[config.mk]
export PLATFORM = sky130hd
export DESIGN_NAME = uart_channel_register_decode
export DESIGN_NICKNAME = d
export VERILOG_FILES = /design/src/rtl/uart_decode_pkg.sv /design/src/rtl/masked_byte_reg.sv /design/src/rtl/uart_channel_register_decode.sv
export SDC_FILE = /design/constraint.sdc
export NUM_CORES = 1
export LEC_CHECK = 0
export ABC_AREA = 1
export BUFFER_PORTS_ARGS = -buffer_cell sky130_fd_sc_hd__buf_2
export CORE_MARGIN = 8
export CORE_UTILIZATION = 40
export CTS_CLUSTER_SIZE = 16
export DETAILED_ROUTE_END_ITERATION = 10
export PLACE_DENSITY = 0.66
export SETUP_SLACK_MARGIN = 0.15
export SLEW_MARGIN = 20
export SYNTH_ARGS = -nofsm -noshare
export SYNTH_HDL_FRONTEND = slang
export SYNTH_HIERARCHICAL = 1
export SYNTH_SLANG_ARGS = --single-unit
[constraint.sdc]
create_clock -name clk -period 1.77 [get_ports clk]
set_input_delay 0.0885 -clock clk [delete_from_list [all_inputs] [get_ports clk]]
set_output_delay 0.0885 -clock clk [all_outputs]
set_load 0.005 [all_outputs]
[src/rtl/uart_decode_pkg.sv]
// Constants for the channel register decode: addresses, fields, masks, indices
`default_nettype none
package uart_decode_pkg;
    // Address-line codes
    localparam logic [2:0] ADDR_0 = 3'h0;
    localparam logic [2:0] ADDR_1 = 3'h1;
    localparam logic [2:0] ADDR_2 = 3'h2;
    localparam logic [2:0] ADDR_3 = 3'h3;
    localparam logic [2:0] ADDR_4 = 3'h4;
    localparam logic [2:0] ADDR_5 = 3'h5;
    localparam logic [2:0] ADDR_6 = 3'h6;
    localparam logic [2:0] ADDR_7 = 3'h7;
    // Qualifying field positions
    localparam int LCR_DIVISOR_ACCESS_BIT_BIT     = 7;
    localparam int EFR_ENH_BIT      = 4;
    localparam int MCR_PRESCALE_BIT = 7;
    localparam int MCR_TCR_EN_BIT   = 6;
    localparam int MCR_LOOP_BIT     = 4;
    localparam int MCR_RDY_EN_BIT   = 2;
    localparam int FCR_TXRST_BIT    = 2;
    localparam int FCR_RXRST_BIT    = 1;
    // Line-control key that opens the enhanced set
    localparam logic [7:0] ENH_SET_KEY = 8'hBF;
    // Bits writable only with enhanced functions on
    localparam logic [7:0] IER_ENH_MASK = 8'hF0;
    localparam logic [7:0] FCR_ENH_MASK = 8'h30;
    localparam logic [7:0] MCR_ENH_MASK = 8'hE0;
    // Self-clearing queue reset bits, never stored
    localparam logic [7:0] FCR_PULSE_MASK = 8'h06;
    localparam logic [7:0] ALL_BITS       = 8'hFF;
    localparam logic [7:0] REG_RESET      = 8'h00;
    // Storage indices
    localparam int R_IER   = 0;
    localparam int R_FCR   = 1;
    localparam int R_LCR   = 2;
    localparam int R_MCR   = 3;
    localparam int R_SPR   = 4;
    localparam int R_DLL   = 5;
    localparam int R_DLH   = 6;
    localparam int R_EFR   = 7;
    localparam int R_RESUME_CHAR_1  = 8;
    localparam int R_RESUME_CHAR_2  = 9;
    localparam int R_PAUSE_CHAR_1 = 10;
    localparam int R_PAUSE_CHAR_2 = 11;
    localparam int R_TCR   = 12;
    localparam int R_TLR   = 13;
    localparam int NUM_REGS = 14;
endpackage
`default_nettype wire

[src/rtl/masked_byte_reg.sv]
// One host-writable byte register with a per-bit write mask
`default_nettype none
module masked_byte_reg
    import uart_decode_pkg::*;
#(
    parameter logic [7:0] RESET_VALUE = REG_RESET
)
(
    // Clock and reset
    input  wire logic       clk,
    input  wire logic       resetn,
    input  wire logic       ce,
    // Write port
    input  wire logic       we,
    input  wire logic [7:0] wmask,
    input  wire logic [7:0] d,
    // Stored value
    output logic      [7:0] q
);
    logic [7:0] value_ff;
    logic [7:0] nxt_value;

    // Only masked bits take new data
    always_comb
    begin
        nxt_value = value_ff;
        if (ce && we)
        begin
            nxt_value = (value_ff & ~wmask) | (d & wmask);
        end
    end

    // Register stage
    always_ff @(posedge clk or negedge resetn)
    begin
        if (!resetn)
        begin
            value_ff <= RESET_VALUE;
        end
        else
        begin
            value_ff <= nxt_value;
        end
    end

    assign q = value_ff;
endmodule
`default_nettype wire

[src/rtl/uart_channel_register_decode.sv]
// Register selection and write gating for one channel of a quad UART
// Notes on behaviour
// - General registers at addresses 0 and 1 reachable only while line_control bit 7 is zero.
// - Divisor low and high bytes mapped only while line_control bit 7 is one.
// - Enhanced feature and flow characters reachable only when line_control equals BF.
// - Enhanced-only bits of INTERRUPT_ENABLES, FIFO control, modem_control need enhanced enable.
// - Address lines plus qualifying register bits together pick the register.
// - Clock-prescale bit changes only while enhanced functions are enabled.
// - Threshold and trigger registers at 6 and 7 need enhanced enable and MCR6.
// - Queue-ready summary at 7 needs all selects, MCR2 one, loop-back off.
`default_nettype none
module uart_channel_register_decode
    import uart_decode_pkg::*;
(
    // Clock, reset, enable
    input  wire logic       clk,
    input  wire logic       resetn,
    input  wire logic       ce,
    // Host bus, same clock domain
    input  wire logic [2:0] addr,
    input  wire logic [7:0] wrData,
    input  wire logic       wrStrobe,
    input  wire logic       rdStrobe,
    input  wire logic       allSelect,
    output logic      [7:0] rdData,
    // Channel status to be read
    input  wire logic [7:0] rxHolding,
    input  wire logic [7:0] interruptSource,
    input  wire logic [7:0] lineState,
    input  wire logic [7:0] modemState,
    input  wire logic [7:0] queueReadySummary,
    // Data path strobes
    output logic      [7:0] txHolding,
    output logic            txWrite,
    output logic            rxRead,
    output logic            sourceRead,
    output logic            txQueueReset,
    output logic            rxQueueReset,
    // Register contents
    output logic      [7:0] interruptEnables,
    output logic      [7:0] queueControl,
    output logic      [7:0] lineControl,
    output logic      [7:0] modemControl,
    output logic      [7:0] scratch,
    output logic     [15:0] divisor,
    output logic      [7:0] enhancedFeature,
    output logic      [7:0] resumeChar1,
    output logic      [7:0] resumeChar2,
    output logic      [7:0] pauseChar1,
    output logic      [7:0] pauseChar2,
    output logic      [7:0] flowThreshold,
    output logic      [7:0] triggerLevels
);
    logic [7:0] regQ   [NUM_REGS];
    logic       regWe  [NUM_REGS];
    logic [7:0] regMask[NUM_REGS];

    // Qualifiers taken from the stored registers, allSelect, ce and the bus strobes
    logic divisorAccess;
    logic enhancedSet;
    logic enhancedOn;
    logic thresholdOn;
    logic readyOn;
    logic hostWr;
    logic hostRd;

    assign divisorAccess = regQ[R_LCR][LCR_DIVISOR_ACCESS_BIT_BIT];
    assign enhancedSet   = (regQ[R_LCR] == ENH_SET_KEY);
    assign enhancedOn    = regQ[R_EFR][EFR_ENH_BIT];
    assign thresholdOn   = enhancedOn && regQ[R_MCR][MCR_TCR_EN_BIT];
    assign readyOn       = allSelect && regQ[R_MCR][MCR_RDY_EN_BIT]
                           && !regQ[R_MCR][MCR_LOOP_BIT];
    assign hostWr        = ce && wrStrobe;
    assign hostRd        = ce && rdStrobe;

    // Write decode: address plus mode picks the target
    always_comb
    begin
        for (int i = 0; i < NUM_REGS; i++)
        begin
            regWe[i]   = 1'b0;
            regMask[i] = ALL_BITS;
        end
        regMask[R_IER] = enhancedOn ? ALL_BITS : ~IER_ENH_MASK;
        regMask[R_FCR] = (enhancedOn ? ALL_BITS : ~FCR_ENH_MASK) & ~FCR_PULSE_MASK;
        regMask[R_MCR] = enhancedOn ? ALL_BITS : ~MCR_ENH_MASK;
        unique case (addr)
            ADDR_0: regWe[R_DLL] = hostWr && divisorAccess;
            ADDR_1:
            begin
                regWe[R_DLH] = hostWr && divisorAccess;
                regWe[R_IER] = hostWr && !divisorAccess;
            end
            ADDR_2:
            begin
                regWe[R_EFR] = hostWr && enhancedSet;
                regWe[R_FCR] = hostWr && !enhancedSet;
            end
            ADDR_3: regWe[R_LCR] = hostWr;
            ADDR_4:
            begin
                regWe[R_RESUME_CHAR_1] = hostWr && enhancedSet;
                regWe[R_MCR]  = hostWr && !enhancedSet;
            end
            ADDR_5: regWe[R_RESUME_CHAR_2] = hostWr && enhancedSet;
            ADDR_6:
            begin
                regWe[R_PAUSE_CHAR_1] = hostWr && enhancedSet;
                regWe[R_TCR]   = hostWr && !enhancedSet && thresholdOn;
            end
            ADDR_7:
            begin
                regWe[R_PAUSE_CHAR_2] = hostWr && enhancedSet;
                regWe[R_TLR]   = hostWr && !enhancedSet && thresholdOn;
                regWe[R_SPR]   = hostWr && !enhancedSet && !thresholdOn;
            end
        endcase
    end

    // Storage bank
    for (genvar g = 0; g < NUM_REGS; g++)
    begin : gen_regs
        masked_byte_reg #(
            .RESET_VALUE (REG_RESET)
        ) u_reg (
            .clk    (clk),
            .resetn (resetn),
            .ce     (ce),
            .we     (regWe[g]),
            .wmask  (regMask[g]),
            .d      (wrData),
            .q      (regQ[g])
        );
    end

    // Read decode and data-path strobes
    logic [7:0] rdData_ff, nxt_rdData;
    logic [7:0] txHolding_ff, nxt_txHolding;
    logic       txWrite_ff, nxt_txWrite;
    logic       rxRead_ff, nxt_rxRead;
    logic       sourceRead_ff, nxt_sourceRead;
    logic       txQueueReset_ff, nxt_txQueueReset;
    logic       rxQueueReset_ff, nxt_rxQueueReset;

    always_comb
    begin
        nxt_rdData       = rdData_ff;
        nxt_txHolding    = txHolding_ff;
        nxt_txWrite      = 1'b0;
        nxt_rxRead       = 1'b0;
        nxt_sourceRead   = 1'b0;
        nxt_txQueueReset = 1'b0;
        nxt_rxQueueReset = 1'b0;
        if (!ce)
        begin
            nxt_txWrite      = txWrite_ff;
            nxt_rxRead       = rxRead_ff;
            nxt_sourceRead   = sourceRead_ff;
            nxt_txQueueReset = txQueueReset_ff;
            nxt_rxQueueReset = rxQueueReset_ff;
        end
        // Writes to the write-only side of shared addresses
        if (hostWr && addr == ADDR_0 && !divisorAccess)
        begin
            nxt_txHolding = wrData;
            nxt_txWrite   = 1'b1;
        end
        if (hostWr && addr == ADDR_2 && !enhancedSet)
        begin
            nxt_txQueueReset = wrData[FCR_TXRST_BIT];
            nxt_rxQueueReset = wrData[FCR_RXRST_BIT];
        end
        if (hostRd)
        begin
            unique case (addr)
                ADDR_0:
                begin
                    nxt_rdData = divisorAccess ? regQ[R_DLL] : rxHolding;
                    nxt_rxRead = !divisorAccess;
                end
                ADDR_1: nxt_rdData = divisorAccess ? regQ[R_DLH] : regQ[R_IER];
                ADDR_2:
                begin
                    nxt_rdData     = enhancedSet ? regQ[R_EFR] : interruptSource;
                    nxt_sourceRead = !enhancedSet;
                end
                ADDR_3: nxt_rdData = regQ[R_LCR];
                ADDR_4: nxt_rdData = enhancedSet ? regQ[R_RESUME_CHAR_1] : regQ[R_MCR];
                ADDR_5: nxt_rdData = enhancedSet ? regQ[R_RESUME_CHAR_2] : lineState;
                ADDR_6:
                begin
                    if (enhancedSet)
                        nxt_rdData = regQ[R_PAUSE_CHAR_1];
                    else if (thresholdOn)
                        nxt_rdData = regQ[R_TCR];
                    else
                        nxt_rdData = modemState;
                end
                ADDR_7:
                begin
                    if (enhancedSet)
                        nxt_rdData = regQ[R_PAUSE_CHAR_2];
                    else if (readyOn)
                        nxt_rdData = queueReadySummary;
                    else if (thresholdOn)
                        nxt_rdData = regQ[R_TLR];
                    else
                        nxt_rdData = regQ[R_SPR];
                end
            endcase
        end
    end

    // Register stage for read data and strobes
    always_ff @(posedge clk or negedge resetn)
    begin
        if (!resetn)
        begin
            rdData_ff       <= REG_RESET;
            txHolding_ff    <= REG_RESET;
            txWrite_ff      <= 1'b0;
            rxRead_ff       <= 1'b0;
            sourceRead_ff   <= 1'b0;
            txQueueReset_ff <= 1'b0;
            rxQueueReset_ff <= 1'b0;
        end
        else
        begin
            rdData_ff       <= nxt_rdData;
            txHolding_ff    <= nxt_txHolding;
            txWrite_ff      <= nxt_txWrite;
            rxRead_ff       <= nxt_rxRead;
            sourceRead_ff   <= nxt_sourceRead;
            txQueueReset_ff <= nxt_txQueueReset;
            rxQueueReset_ff <= nxt_rxQueueReset;
        end
    end

    // Outputs from flip-flops
    assign rdData           = rdData_ff;
    assign txHolding        = txHolding_ff;
    assign txWrite          = txWrite_ff;
    assign rxRead           = rxRead_ff;
    assign sourceRead       = sourceRead_ff;
    assign txQueueReset     = txQueueReset_ff;
    assign rxQueueReset     = rxQueueReset_ff;
    assign interruptEnables = regQ[R_IER];
    assign queueControl     = regQ[R_FCR];
    assign lineControl      = regQ[R_LCR];
    assign modemControl     = regQ[R_MCR];
    assign scratch          = regQ[R_SPR];
    assign divisor          = {regQ[R_DLH], regQ[R_DLL]};
    assign enhancedFeature  = regQ[R_EFR];
    assign resumeChar1      = regQ[R_RESUME_CHAR_1];
    assign resumeChar2      = regQ[R_RESUME_CHAR_2];
    assign pauseChar1       = regQ[R_PAUSE_CHAR_1];
    assign pauseChar2       = regQ[R_PAUSE_CHAR_2];
    assign flowThreshold    = regQ[R_TCR];
    assign triggerLevels    = regQ[R_TLR];
endmodule
`default_nettype wire

==> out/metrics.yaml <==
outcome:
  outcome: "completed"
route:
  routed_wl_mm: 30.9
  antenna_left: 0
  wire_per_inst_um: 17.0
  drt_iter0_drc: 681
  drtPass1Iterations: 7
  routed_via_density: 4.86
  vias: 8796
  route.detailed.drc: 0
worst_hold_path:
  whs_path_depth: 5
  min_path_type: "primary input to flip-flop"
pwr:
  leakagePower_nw: 6.09
  peakVddDrop_uv: 513
  p_per_area_nw_per_um2: 708
  power_mw: 7.98
placement:
  place_congestion: 0.880
  io_buffer_count: 189
  dp_hpwl_mm: 21.0
timing:
  max_slew_margin: 0.473
  clock_skew_ns: 0.00905
  hold_violations: 0
  post-route-period-util: 0.977
  worstMarginPinSlew_ns: 0.790
  holdWs_ns: 0.0417
  period_needed_ns: 1.73
  max_freq_mhz: 578
  setup_viol: 0
  rsz0062_at_grt: "yes"
  drv_slew: 0
setup_path:
  slowest_delay_ns: 0.38
  cp-end-kind: "flip-flop"
  cp.required_ns: 2.07
  cpMostUsedCell: "nand2_1"
  crit_chain: "inv_2 > nand2_2 > nor2_4 > nand2_4 > inv_4 > nand3_4 > nor4_4 > buf_6 > nand3_1 > nand2_1 > nand2_1"
  crit_type: "flip-flop to flip-flop"
  worstRegToRegCells: 11
  arrival_ns: 2.03
  crit_slowest_cell: "dfrtp_1"
  start_kind: "flip-flop"
  crit_fanout: 8
synthesis:
  async_flop_share: 1.00
  yosys_warnings: 6
  yosysUniqueCellTypes: 33
  synth_edf_count: 0
  synthFlopType: "dfrtp_1"
  ys_seq_area_frac: 0.393
  synth-seq-cells: 133
  synth_top_area_share: 0.393
  synth_area_leaders: "dfrtp_1 39%, nand2_1 18%, nand3_1 8.8%"
  synth_top_cell_by_area: "dfrtp_1"
  synth_commonest_cells: "404 x nand2_1, 149 x nand3_1, 133 x dfrtp_1, 112 x nand4_1, 61 x inv_1"
  synthesis.area_um2: 8460
  syn_avg_cell_area_um2: 7.54
  synth_cells: 1122
  synthMostInstantiatedCell: "nand2_1"
die:
  row_count: 53
  fp.coreArea_um2: 20900
  ios: 190
  die_area_um2: 26100
  die_h_um: 161
  start_util: 0.405
  die_w_um: 161
grt:
  grt-ovfl-total: 0
  grt_pass1_wl_mm: 47.3
  first_global_vias: 8292
  grt_max_degree: 153
  track_usage: 0.232
  antenna_found_initial: 1
finish:
  multi_input_area_um2: 5020
  areaGrowthSynthToFinish_pct: 33.2
  drive_gt1_frac: 0.243
  seq_area_um2: 3330
  fillers: 2069
  nets: 1578
clocking:
  cts.path.max_buffers: 2
  clock_latency_ns: 0.42
  cts_root_buf: "clkbuf_16"
  cts.clk_slew.worst_paths_ns: 0.06
  h-tree-depth: 4
  clock-sinks: 133
  cts_inserted_buffers: 17
  cts_tree: "done"
flow_run:
  maxCapViolCount: 0
[layout make-up]
type | instances | share of cell area
timing repair buffer | 262 | 0.156
antenna | 1 | 0.000222
clock inverter | 14 | 0.0114
clock buffer | 18 | 0.0381
sequential | 133 | 0.296
inverter | 64 | 0.0222
tap | 275 | 0.0305
multi-input combinational | 1043 | 0.445
[through the flow]
| step | setup WS (ns) | instance area, µm² | TNS, ns | instances | util |
|---|---|---|---|---|---|
| 3_5_place_dp | -0.000131 | 10300 | -0.000131 | 1758 | 0.494 |
| 4_1_cts | 0.0898 | 11100 | 0 | 1799 | 0.531 |
| 3_3_place_gp | 0.0461 | 10300 | 0 | 1758 | 0.494 |
| 5_1_grt | -0.0757 | 11300 | -0.661 | 1810 | 0.539 |
| 2_1_floorplan | 0.0434 | 9260 | 0 | 1326 | - |
| 6_report | 0.0412 | 11300 | 0 | 1810 | 0.539 |
[worst paths after layout]
| check | endpoint | slack [ns] | from |
|---|---|---|---|
| setup / recovery | flip-flop | 0.04 | flip-flop |
| hold / removal | rdData[3]$_DFFE_PN0P_ | 0.04 | rxHolding[3] |
| setup reg to reg | flip-flop | 0.04 | flip-flop |
| hold reg to reg | flip-flop | 0.48 | flip-flop |
| max in group asynchronous | rdData[1]$_DFFE_PN0P_ | 1.02 | resetn |
| min in group asynchronous | asynchronous set/reset pin | 0.09 | resetn |
[layout by cell type, fill, tap and decap left out, types with 20 or more instances in the layout]
cell	instances
nand4_1	112
conb_1	206
nand3b_1	24
nor2_1	48
dfrtp_1	132
nand2_1	397
inv_1	58
nand3_1	142
buf_2	187
a21oi_1	20
nand3_2	35
buf_4	47
[timing repair]
action                                  in CTS  in global routing
endpoints found under the setup margin      77                 84
hold endpoints to repair                   133                  0
hold buffers                                 1                  0
resized for setup                           28                 29
pin swaps                                   19                 13
buffers inserted                             4                  5
cloned                                       4                  5
[kinds of logic after synthesis]
family,after synthesis,share of synthesized area
simple gates,792,0.449
other cells,2,0.000888
compound gates,39,0.0257
buf+inv,150,0.120
flops,133,0.393
mux,6,0.0102
[critical path: cells and delay by family (launching register included)]
kind	cells	cell delay, ns
AND/OR/NAND/NOR	8	0.90
flip-flops	1	0.38
buffers and inverters	3	0.33
[power by group]
group | switching [mW] | leakage, nW | internal [mW] | total (mW)
clock | 1.46 | 0.255 | 1.94 | 3.40
combinational | 0.787 | 4.01 | 0.462 | 1.25
sequential | 0.126 | 1.82 | 3.20 | 3.33
[routing by layer]
metal	vias up	routed length (µm)	track usage
met5	-	0	0
met3	68	2120	0.0560
li1	4357	-	-
met4	0	1220	0.110
met1	4060	13000	0.294
met2	311	14500	0.366
Power figures use the tool's default switching activity.
